### config.mk
export PLATFORM = sky130hd
export DESIGN_NAME = mmn_exec
export DESIGN_NICKNAME = d
export VERILOG_FILES = /design/src/hw/mmn_pkg.sv /design/src/hw/mmn_exec.sv
export SDC_FILE = /design/constraint.sdc
export NUM_CORES = 1
export LEC_CHECK = 0
export BUFFER_PORTS_ARGS = -buffer_cell sky130_fd_sc_hd__buf_2
export CORE_MARGIN = 4
export CORE_UTILIZATION = 40
export DETAILED_ROUTE_END_ITERATION = 7
export SETUP_SLACK_MARGIN = 0.5
export SYNTH_ARGS = -nofsm -noshare
export SYNTH_HDL_FRONTEND = slang
export SYNTH_SLANG_ARGS = --single-unit
### constraint.sdc
create_clock -name i_ref_clk -period 6.85 [get_ports i_ref_clk]
set_input_delay 0 -clock i_ref_clk [delete_from_list [all_inputs] [get_ports i_ref_clk]]
set_output_delay 0 -clock i_ref_clk [all_outputs]
set_load 0.01 [all_outputs]
### src/hw/mmn_pkg.sv
// constants for the move, multiply and negate execution block
package mmn_pkg;
  // ----------------------------------------------------------------
  // opcodes
  // ----------------------------------------------------------------
  localparam logic [3:0] OPC_MOVE_SRC  = 4'hC;
  localparam logic [3:0] OPC_MOVE_DST  = 4'hF;
  localparam logic [7:0] OPC_LOAD_BANK = 8'h01;
  localparam logic [7:0] OPC_LOAD_LIT  = 8'h0E;
  localparam logic [7:0] OPC_MUL_LIT   = 8'h0D;
  localparam logic [6:0] OPC_MUL_FILE  = 7'h01;
  localparam logic [6:0] OPC_STORE     = 7'h37;
  localparam logic [6:0] OPC_NEGATE    = 7'h36;
  // ----------------------------------------------------------------
  // data space
  // ----------------------------------------------------------------
  localparam logic [11:0] ADDR_PROGRAM_COUNTER_LOW = 12'hFF9;
  localparam logic [11:0] ADDR_STACK_TOP_LOW       = 12'hFFD;
  localparam logic [11:0] ADDR_STACK_TOP_HIGH      = 12'hFFE;
  localparam logic [11:0] ADDR_STACK_TOP_UPPER     = 12'hFFF;
  localparam logic [7:0]  INDEXED_LIMIT            = 8'h5F;
  localparam logic [7:0]  ACCESS_SPLIT_EXT         = 8'h60;
  localparam logic [7:0]  ACCESS_SPLIT_STD         = 8'h80;
  localparam logic [3:0]  ACCESS_HIGH_BANK         = 4'hF;
  // ----------------------------------------------------------------
  // software register map and fields
  // ----------------------------------------------------------------
  localparam logic [2:0] REG_CTRL     = 3'h0;
  localparam logic [2:0] REG_ACC      = 3'h1;
  localparam logic [2:0] REG_BANK     = 3'h2;
  localparam logic [2:0] REG_PROD_LO  = 3'h3;
  localparam logic [2:0] REG_PROD_HI  = 3'h4;
  localparam logic [2:0] REG_STATUS   = 3'h5;
  localparam logic [2:0] REG_INDEX_LO = 3'h6;
  localparam logic [2:0] REG_INDEX_HI = 3'h7;
  localparam int FLD_EXT_EN = 0;
  localparam int FLD_C      = 0;
  localparam int FLD_DC     = 1;
  localparam int FLD_Z      = 2;
  localparam int FLD_OV     = 3;
  localparam int FLD_N      = 4;
  localparam logic [7:0] RST_BYTE = 8'h00;
  localparam logic [3:0] RST_NIB  = 4'h0;
  typedef enum logic [1:0] {PH_Q1, PH_Q2, PH_Q3, PH_Q4} mmn_phase_t;
endpackage

### src/hw/mmn_exec.sv
// execution of file move, bank load, literal load, store, multiply, negate
`timescale 1ns/1ps
module mmn_exec (
  input  wire logic        i_ref_clk,
  input  wire logic        i_resetn,
  input  wire logic [15:0] i_instr,
  output logic             o_fetch,
  output logic [11:0]      o_mem_addr,
  output logic             o_mem_rd,
  output logic             o_mem_wr,
  output logic [7:0]       o_mem_wdata,
  input  wire logic [7:0]  i_mem_rdata,
  input  wire logic [2:0]  i_reg_addr,
  input  wire logic [7:0]  i_reg_wdata,
  input  wire logic        i_reg_wr,
  input  wire logic        i_reg_rd,
  output logic [7:0]       o_reg_rdata
);
  // ----------------------------------------------------------------
  // state
  // ----------------------------------------------------------------
  mmn_pkg::mmn_phase_t ph_ff;
  logic [15:0] ir_ff;
  logic        second_ff;
  logic [7:0]  move_data_ff;
  logic [7:0]  opnd_ff;
  logic [7:0]  acc_ff;
  logic [3:0]  bank_ff;
  logic [15:0] prod_ff;
  logic [4:0]  status_ff;
  logic        ext_en_ff;
  logic [11:0] index_ff;

  // ----------------------------------------------------------------
  // decode
  // ----------------------------------------------------------------
  logic        is_move, is_ldb, is_ldl, is_mull, is_mulf, is_sto, is_neg;
  logic        needs_read, dst_reserved;
  logic [11:0] file_addr;
  logic [7:0]  neg_val;
  logic [7:0]  nxt_mul_op;

  // second word of a move is never decoded as an instruction
  assign is_move = !second_ff && ir_ff[15:12] == mmn_pkg::OPC_MOVE_SRC;
  assign is_ldb  = !second_ff && ir_ff[15:8] == mmn_pkg::OPC_LOAD_BANK;
  assign is_ldl  = !second_ff && ir_ff[15:8] == mmn_pkg::OPC_LOAD_LIT;
  assign is_mull = !second_ff && ir_ff[15:8] == mmn_pkg::OPC_MUL_LIT;
  assign is_mulf = !second_ff && ir_ff[15:9] == mmn_pkg::OPC_MUL_FILE;
  assign is_sto  = !second_ff && ir_ff[15:9] == mmn_pkg::OPC_STORE;
  assign is_neg  = !second_ff && ir_ff[15:9] == mmn_pkg::OPC_NEGATE;
  assign needs_read = is_move || is_mulf || is_neg;
  assign neg_val    = 8'h00 - i_mem_rdata;
  assign nxt_mul_op = is_mull ? ir_ff[7:0] : opnd_ff;

  // program counter low and the three stack-top bytes are off limits
  assign dst_reserved = ir_ff[11:0] == mmn_pkg::ADDR_PROGRAM_COUNTER_LOW ||
                        ir_ff[11:0] == mmn_pkg::ADDR_STACK_TOP_LOW ||
                        ir_ff[11:0] == mmn_pkg::ADDR_STACK_TOP_HIGH ||
                        ir_ff[11:0] == mmn_pkg::ADDR_STACK_TOP_UPPER;

  // operand address: indexed, access bank or selected bank
  always_comb begin
    if (ir_ff[8]) begin
      file_addr = {bank_ff, ir_ff[7:0]};
    end else if (ext_en_ff && ir_ff[7:0] <= mmn_pkg::INDEXED_LIMIT) begin
      file_addr = index_ff + {4'h0, ir_ff[7:0]};
    end else if (ir_ff[7:0] < (ext_en_ff ? mmn_pkg::ACCESS_SPLIT_EXT
                                          : mmn_pkg::ACCESS_SPLIT_STD)) begin
      file_addr = {4'h0, ir_ff[7:0]};
    end else begin
      file_addr = {mmn_pkg::ACCESS_HIGH_BANK, ir_ff[7:0]};
    end
  end

  // ----------------------------------------------------------------
  // phase sequencer and fetch
  // ----------------------------------------------------------------
  // four clock edges make one instruction cycle
  always_ff @(posedge i_ref_clk or negedge i_resetn) begin
    if (!i_resetn) begin
      ph_ff <= mmn_pkg::PH_Q1;
    end else begin
      unique case (ph_ff)
        mmn_pkg::PH_Q1: ph_ff <= mmn_pkg::PH_Q2;
        mmn_pkg::PH_Q2: ph_ff <= mmn_pkg::PH_Q3;
        mmn_pkg::PH_Q3: ph_ff <= mmn_pkg::PH_Q4;
        mmn_pkg::PH_Q4: ph_ff <= mmn_pkg::PH_Q1;
      endcase
    end
  end

  // fetch strobe stands through q4; word is taken at its end
  always_ff @(posedge i_ref_clk or negedge i_resetn) begin
    if (!i_resetn) begin
      o_fetch   <= 1'b0;
      ir_ff     <= 16'h0000;
      second_ff <= 1'b0;
    end else begin
      o_fetch <= ph_ff == mmn_pkg::PH_Q3;
      if (ph_ff == mmn_pkg::PH_Q4) begin
        ir_ff     <= i_instr;
        second_ff <= is_move;
      end
    end
  end

  // ----------------------------------------------------------------
  // data memory port
  // ----------------------------------------------------------------
  // read high in q2, data back in q3, write high in q4
  always_ff @(posedge i_ref_clk or negedge i_resetn) begin
    if (!i_resetn) begin
      o_mem_rd    <= 1'b0;
      o_mem_wr    <= 1'b0;
      o_mem_addr  <= 12'h000;
      o_mem_wdata <= mmn_pkg::RST_BYTE;
    end else begin
      o_mem_rd <= 1'b0;
      o_mem_wr <= 1'b0;
      if (ph_ff == mmn_pkg::PH_Q1) begin
        // second move cycle has no read at all
        o_mem_rd   <= needs_read;
        o_mem_addr <= is_move ? ir_ff[11:0] : file_addr;
      end else if (ph_ff == mmn_pkg::PH_Q3) begin
        if (second_ff) begin
          o_mem_wr    <= ir_ff[15:12] == mmn_pkg::OPC_MOVE_DST && !dst_reserved;
          o_mem_addr  <= ir_ff[11:0];
          o_mem_wdata <= move_data_ff;
        end else begin
          o_mem_wr    <= is_sto || is_neg;
          o_mem_addr  <= file_addr;
          o_mem_wdata <= is_sto ? acc_ff : neg_val;
        end
      end
    end
  end

  // operand capture at end of q3
  always_ff @(posedge i_ref_clk or negedge i_resetn) begin
    if (!i_resetn) begin
      opnd_ff      <= mmn_pkg::RST_BYTE;
      move_data_ff <= mmn_pkg::RST_BYTE;
    end else if (ph_ff == mmn_pkg::PH_Q3 && needs_read) begin
      opnd_ff <= i_mem_rdata;
      if (is_move) begin
        move_data_ff <= i_mem_rdata;
      end
    end
  end

  // ----------------------------------------------------------------
  // core registers: instruction wins over a software write
  // ----------------------------------------------------------------
  always_ff @(posedge i_ref_clk or negedge i_resetn) begin
    if (!i_resetn) begin
      acc_ff <= mmn_pkg::RST_BYTE;
    end else if (ph_ff == mmn_pkg::PH_Q4 && is_ldl) begin
      acc_ff <= ir_ff[7:0];
    end else if (i_reg_wr && i_reg_addr == mmn_pkg::REG_ACC) begin
      acc_ff <= i_reg_wdata;
    end
  end

  // only the low nibble is stored, so the top always reads zero
  always_ff @(posedge i_ref_clk or negedge i_resetn) begin
    if (!i_resetn) begin
      bank_ff <= mmn_pkg::RST_NIB;
    end else if (ph_ff == mmn_pkg::PH_Q4 && is_ldb) begin
      bank_ff <= ir_ff[3:0];
    end else if (i_reg_wr && i_reg_addr == mmn_pkg::REG_BANK) begin
      bank_ff <= i_reg_wdata[3:0];
    end
  end

  // product pair written in q4 of the single cycle
  always_ff @(posedge i_ref_clk or negedge i_resetn) begin
    if (!i_resetn) begin
      prod_ff <= 16'h0000;
    end else if (ph_ff == mmn_pkg::PH_Q4 && (is_mull || is_mulf)) begin
      prod_ff <= acc_ff * nxt_mul_op;
    end else if (i_reg_wr && i_reg_addr == mmn_pkg::REG_PROD_LO) begin
      prod_ff[7:0] <= i_reg_wdata;
    end else if (i_reg_wr && i_reg_addr == mmn_pkg::REG_PROD_HI) begin
      prod_ff[15:8] <= i_reg_wdata;
    end
  end

  // flags move only on negate; multiply never reports a zero product
  always_ff @(posedge i_ref_clk or negedge i_resetn) begin
    if (!i_resetn) begin
      status_ff <= 5'h00;
    end else if (ph_ff == mmn_pkg::PH_Q4 && is_neg) begin
      status_ff[mmn_pkg::FLD_C]  <= opnd_ff == 8'h00;
      status_ff[mmn_pkg::FLD_DC] <= opnd_ff[3:0] == 4'h0;
      status_ff[mmn_pkg::FLD_Z]  <= opnd_ff == 8'h00;
      status_ff[mmn_pkg::FLD_OV] <= opnd_ff == 8'h80;
      status_ff[mmn_pkg::FLD_N]  <= opnd_ff[7] ^ (opnd_ff != 8'h00 && opnd_ff != 8'h80);
    end else if (i_reg_wr && i_reg_addr == mmn_pkg::REG_STATUS) begin
      status_ff <= i_reg_wdata[4:0];
    end
  end

  // control and index base, software only
  always_ff @(posedge i_ref_clk or negedge i_resetn) begin
    if (!i_resetn) begin
      ext_en_ff <= 1'b0;
      index_ff  <= 12'h000;
    end else if (i_reg_wr) begin
      if (i_reg_addr == mmn_pkg::REG_CTRL) begin
        ext_en_ff <= i_reg_wdata[mmn_pkg::FLD_EXT_EN];
      end
      if (i_reg_addr == mmn_pkg::REG_INDEX_LO) begin
        index_ff[7:0] <= i_reg_wdata;
      end
      if (i_reg_addr == mmn_pkg::REG_INDEX_HI) begin
        index_ff[11:8] <= i_reg_wdata[3:0];
      end
    end
  end

  // ----------------------------------------------------------------
  // register read port, data one cycle after the strobe
  // ----------------------------------------------------------------
  always_ff @(posedge i_ref_clk or negedge i_resetn) begin
    if (!i_resetn) begin
      o_reg_rdata <= mmn_pkg::RST_BYTE;
    end else if (i_reg_rd) begin
      unique case (i_reg_addr)
        mmn_pkg::REG_CTRL:     o_reg_rdata <= {7'h00, ext_en_ff};
        mmn_pkg::REG_ACC:      o_reg_rdata <= acc_ff;
        mmn_pkg::REG_BANK:     o_reg_rdata <= {4'h0, bank_ff};
        mmn_pkg::REG_PROD_LO:  o_reg_rdata <= prod_ff[7:0];
        mmn_pkg::REG_PROD_HI:  o_reg_rdata <= prod_ff[15:8];
        mmn_pkg::REG_STATUS:   o_reg_rdata <= {3'h0, status_ff};
        mmn_pkg::REG_INDEX_LO: o_reg_rdata <= index_ff[7:0];
        mmn_pkg::REG_INDEX_HI: o_reg_rdata <= {4'h0, index_ff[11:8]};
      endcase
    end else begin
      o_reg_rdata <= mmn_pkg::RST_BYTE;
    end
  end
endmodule // mmn_exec

==> impl_metrics.json, run 1 <==
{
  "post_cts_resized": 0,
  "grt_pass1_wl_um": 33910,
  "syn_nets": 955,
  "yosysTopAreaCell": "dfrtp_1",
  "drt_iter0_drc": 399,
  "cp-start-kind": "flip-flop",
  "crit_family": "adder cells",
  "pre_cts_ws_ps": 1079,
  "final_hold_viol_count": 0,
  "synth_most_common_cell": "dfrtp_1",
  "wl_um": 21030,
  "clock_latency_ps": 360,
  "reg2reg_depth": 19,
  "min_path_cells": 2,
  "ctsHoldBuffers": 30,
  "min_period_over_period_pct": 84.75,
  "crit_slowest_cell": "fa_1",
  "report.final.slew_viol_count": 0,
  "cts_sinks": 112,
  "cts_made_buffers": 9,
  "max_freq_mhz": 172.2,
  "area_growth_pct": 13.99,
  "synthFlopType": "dfrtp_1",
  "hold_path_class": "in2reg",
  "fillers": 1907,
  "power-per-cell-area_nw_per_um2": 400.3,
  "h-tree-depth": 3,
  "place.gp.congestion": 0.8212,
  "status": "finished, final reports clean",
  "grt_max_degree": 74,
  "p_leak_nw": 4.306,
  "vdd_drop_max_uv": 285.0,
  "grt_antenna_before_repair": 0,
  "slowest_delay_ps": 530,
  "viasPerCell": 5.324,
  "slew-limit-headroom_pct": 31.39,
  "fp.dieH_um": 150.6,
  "worst-path-buf-inv": 3,
  "post_cts_buffers": 0,
  "syn-cell-area_sq_um": 8139,
  "worst_pin_slew_ps": 1025,
  "crit_required_ps": 7120,
  "hpwl_um": 15570,
  "period_needed_ps": 5806,
  "async_flop_share_pct": 100.0,
  "timing.hold.ws_ps": 34.69,
  "setup_viol": 0,
  "io_pins": 70,
  "grt_pass1_vias": 6232,
  "drc": 0,
  "yosysWarnings": 0,
  "port_buffers": 69,
  "die_w_um": 150.6,
  "track_usage_pct": 19.29,
  "dieArea_sq_um": 22690,
  "dpl_cell_area_sq_um": 8688,
  "synth_cells": 829,
  "synth_top_area_share_pct": 34.44,
  "cp_num_cells": 19,
  "ys_types": 69,
  "synth_edf_count": 0,
  "synth_common_cells": "dfrtp_1, inv_1, nand2_1",
  "initial_utilization_pct": 41.28,
  "dp.cells": 1132,
  "critPathCaptureType": "flip-flop",
  "core-area_sq_um": 19720,
  "vias": 6272,
  "worstSetupPathType": "reg2reg",
  "critical_path_peak_fanout": 11,
  "final_cells": 1178,
  "drv_cap": 0,
  "rows": 51,
  "critPathMostFrequentCell": "fa_1",
  "nets": 1034,
  "synth_seq_cells": 112,
  "fin_tns_setup_ps": 0,
  "clockBufferDepth": 2,
  "first_pass_iters": 5,
  "drive_above_1_share_pct": 17.09,
  "synth-seq-area-share_pct": 34.44,
  "path_cells": "nor3_4 -> nand2_1 -> or2_1 -> mux2i_2 -> nand2b_1 -> fa_1 -> fa_1 -> inv_1 -> fa_1 -> inv_1 -> fa_1 -> inv_1 -> ha_1 -> o21a_1 -> o31ai_1 -> a21oi_1 -> a31oi_1 -> mux2_2 -> a311oi_1",
  "detail_route.wl_per_cell_um": 17.85,
  "overflow": 0,
  "final_cell_area_sq_um": 9278,
  "n_antenna_cell": 0,
  "synth.avg_cell_area_sq_um": 9.818,
  "setup_ws_ps": 1044,
  "arrival_ps": 6070,
  "rsz0062_at_grt": "no",
  "clk_pin_slew_ps": 80,
  "fin_util_pct": 47.05,
  "ant_nets": 0,
  "clockRootBuffer": "clkbuf_16",
  "yosys-top-cells-area": "dfrtp_1, fa_1, ha_1, mux2_2, mux2i_1",
  "fin_skew_ps": 8.893,
  "cts_tree": "done",
  "total_power_mw": 3.714
}
[registers in the layout, indices dropped and copies added, names as in the netlist, 2 cells and up]
name,cells
acc_ff,8
bank_ff,4
index_ff,12
ir_ff,16
move_data_ff,8
o_mem_addr,12
o_mem_wdata,8
o_reg_rdata,8
opnd_ff,8
ph_ff,2
prod_ff,16
status_ff,5
[kinds of logic after synthesis]
logic type / synth area share (%)
xor+xnor: 2.045
flops: 34.44
buf+inv: 5.011
mux: 13.79
simple gates: 15.23
fa+ha+maj: 16.79
compound gates: 12.70
[report_power, final]
group,total (mW),internal [mW],switching (mW)
logic,2.28,1.01,1.27
clock network,0.526,0.256,0.271
registers,0.904,0.774,0.130
total,3.71,2.04,1.67
[layer usage]
metal	GRT usage (%)	share of wire, %	up-vias
li1	-	-	3028
met1	28.19	49	3062
met2	30.70	46	173
met3	3.161	4.8	9
met4	3.309	0.74	0
met5	0	0	-
[cell usage in the layout (no fill, tap or decap), types with 4 or more instances in the layout]
cell,synthesis,routed
a211oi_1,4,4
a21o_1,5,5
a21oi_1,47,47
a22o_1,5,5
a22oi_1,4,4
a31oi_1,11,11
and2_1,18,18
buf_2,5,68
clkbuf_16,0,9
dfrtp_1,112,112
dlygate4sd3_1,0,30
fa_1,37,37
ha_1,50,50
inv_1,68,68
mux2_2,45,45
mux2_4,6,6
mux2i_1,47,47
mux2i_2,4,4
nand2_1,64,64
nand2b_1,10,10
nand3_1,10,10
nand3b_1,4,4
nand4_1,6,6
nor2_1,61,61
nor2b_1,34,34
nor3_1,11,11
nor4_1,4,4
o211ai_1,6,6
o21ai_0,36,36
o21ai_1,6,6
or3_1,5,5
xnor2_1,13,13
xor2_1,6,6
[area by class of cell]
type                       count  area, sq um  area share (%)
clock buffer                   9        225.2           2.428
clock inverter                 7        63.81          0.6878
inverter                      70        262.8           2.832
multi-input combinational    614         4928           53.12
sequential                   112         2803           30.21
tap                          265        331.6           3.574
timing repair buffer         101        663.1           7.148
[final timing paths]
kind                                startpoint             to  slack [ps]
worst max-delay path                 second_ff    prod_ff[13]        1040
worst min-delay path            i_reg_wdata[1]    index_ff[9]          30
worst max register to register       second_ff    prod_ff[13]        1040
worst min register to register   o_mem_addr[1]  o_mem_addr[1]         470
max in group asynchronous             i_resetn     prod_ff[7]        5290
min in group asynchronous             i_resetn        o_fetch         170
Power figures use the tool's default switching activity.
==> run 2: changes to the inputs <==
==> constraint.sdc (replaced) <==
create_clock -name i_ref_clk -period 5.88 [get_ports i_ref_clk]
set_input_delay 0 -clock i_ref_clk [delete_from_list [all_inputs] [get_ports i_ref_clk]]
set_output_delay 0 -clock i_ref_clk [all_outputs]
set_load 0.01 [all_outputs]
==> impl_metrics.json, run 2 (synthesized netlist as in run 1, its figures left out) <==
{
  "ant_nets": 0,
  "place.gp.congestion": 0.8500,
  "min_period_over_period_pct": 88.24,
  "dpl_cell_area_sq_um": 8756,
  "crit_required_ps": 6140,
  "first_pass_iters": 5,
  "slowest_delay_ps": 550,
  "clockBufferDepth": 2,
  "track_usage_pct": 19.82,
  "drive_above_1_share_pct": 21.50,
  "core-area_sq_um": 19720,
  "hpwl_um": 15740,
  "drt_iter0_drc": 378,
  "port_buffers": 69,
  "clk_pin_slew_ps": 80,
  "worstSetupPathType": "reg2reg",
  "drc": 0,
  "power-per-cell-area_nw_per_um2": 489.8,
  "critPathMostFrequentCell": "fa_1",
  "status": "finished, final reports clean",
  "final-seq-area_sq_um": 2805,
  "crit_slowest_cell": "fa_1",
  "clock_latency_ps": 350,
  "dieArea_sq_um": 22690,
  "fp.dieH_um": 150.6,
  "pre_cts_ws_ps": 215.6,
  "slew-limit-headroom_pct": 33.48,
  "period_needed_ps": 5188,
  "total_power_mw": 4.709,
  "final_hold_viol_count": 0,
  "initial_utilization_pct": 41.28,
  "grt_pass1_wl_um": 35070,
  "arrival_ps": 5450,
  "nets": 1056,
  "fin_tns_setup_ps": 0,
  "fin_util_pct": 48.77,
  "cp-start-kind": "flip-flop",
  "setup_ws_ps": 691.5,
  "vias": 6287,
  "rsz0062_at_grt": "no",
  "fillers": 1846,
  "wl_um": 21380,
  "worst_pin_slew_ps": 997.7,
  "n_antenna_cell": 0,
  "fin_skew_ps": 8.089,
  "p_leak_nw": 4.450,
  "final_cell_area_sq_um": 9615,
  "rows": 51,
  "overflow": 0,
  "clockRootBuffer": "clkbuf_16",
  "viasPerCell": 5.239,
  "reg.largest.list": "ir_ff: 16 flops, prod_ff: 16 flops",
  "io_pins": 70,
  "rrSetupSlack_ps": 690,
  "path_cells": "nor3_4 -> nand2_2 -> or2_4 -> mux2_4 -> and2_4 -> fa_1 -> fa_1 -> fa_1 -> inv_1 -> fa_1 -> inv_1 -> ha_4 -> o21a_1 -> nor2_2 -> a21oi_2 -> a31oi_1 -> mux2_2 -> a311oi_2",
  "cts_sinks": 112,
  "critical_path_peak_fanout": 7,
  "max_freq_mhz": 192.7,
  "report.final.slew_viol_count": 0,
  "critPathCaptureType": "flip-flop",
  "cts_made_buffers": 9,
  "final_common_cell": "dfrtp_1",
  "grt_pass1_vias": 6442,
  "die_w_um": 150.6,
  "vdd_drop_max_uv": 399.3,
  "final_cell_mix": "dfrtp_1, inv_1, buf_2",
  "hold_path_class": "in2reg",
  "setup_viol": 0,
  "drv_cap": 0,
  "area_growth_pct": 18.14,
  "cts_tree": "done",
  "h-tree-depth": 3,
  "grt_max_degree": 78,
  "detail_route.wl_per_cell_um": 17.82,
  "multiInputGateArea_sq_um": 5087,
  "grt_antenna_before_repair": 0
}
-- run 2: cell count changes in the layout (fill, tap and decap cells not counted), sizes merged --
cell,before,now
buf,71,92
bufinv,0,1
clkbuf,9,10
dlygate4sd3,30,31
inv,71,69
-- run 2: report_power, final --
| group | internal [mW] | total, mW | switching, mW | leakage [nW] |
|---|---|---|---|---|
| Clock | 0.333 | 0.624 | 0.290 | 0.143 |
| Combinational | 1.41 | 3.04 | 1.63 | 2.98 |
| Sequential | 0.902 | 1.05 | 0.144 | 1.33 |
| Total | 2.64 | 4.71 | 2.07 | 4.45 |
-- run 2: layout make-up --
| type | instances | area share, % |
|---|---|---|
| clock buffers | 10 | 2.381 |
| repair buffers | 123 | 8.640 |
| well taps | 265 | 3.448 |
| flip-flops and latches | 112 | 29.17 |
| multi-input cells | 614 | 52.91 |
| inverters | 70 | 2.733 |
| clock inverters | 6 | 0.7157 |
-- run 2: final timing paths --
path	cells after the start	endpoint	start
max	18	prod_ff[13]	ir_ff[13]
max reg2reg	18	prod_ff[13]	ir_ff[13]
min	2	index_ff[1]	i_reg_wdata[1]
min reg2reg	2	o_mem_addr[1]	o_mem_addr[1]
max in group asynchronous	3	index_ff[10]	i_resetn
min in group asynchronous	2	ph_ff[1]	i_resetn
-- run 2: what timing repair did --
item / CTS / global route
hold buffers: 31 / 0
pin swaps: 2 / 15
buffers inserted: 3 / 9
endpoints found under the hold margin: 74 / 0
resized for setup: 7 / 27
setup endpoints to repair: 6 / 6
-- run 2: metal layers --
metal	global-route usage [%]	routed length (um)
met5	0	0
met4	4.080	276
met3	3.070	838
met2	31.24	9762
met1	29.07	10500
-- run 2: worst max-delay path, delay by kind of cell (launching register included) --
| kind | cells | cell delay [ps] |
|---|---|---|
| AOI/OAI and AO/OA | 4 | 660 |
| muxes | 2 | 710 |
| adders and majority gates | 5 | 2250 |
| DFF | 1 | 410 |
| buffers and inverters | 2 | 120 |
| and+or+nand+nor | 5 | 930 |
-- run 2: stage by stage --
step                      instances  hold WS (ps)
after global placement         1141        -13.79
after detailed placement       1141        -15.57
final                          1200         34.49
after floorplan                 829        -295.6
after global routing           1200         28.94
after CTS                      1191         28.45
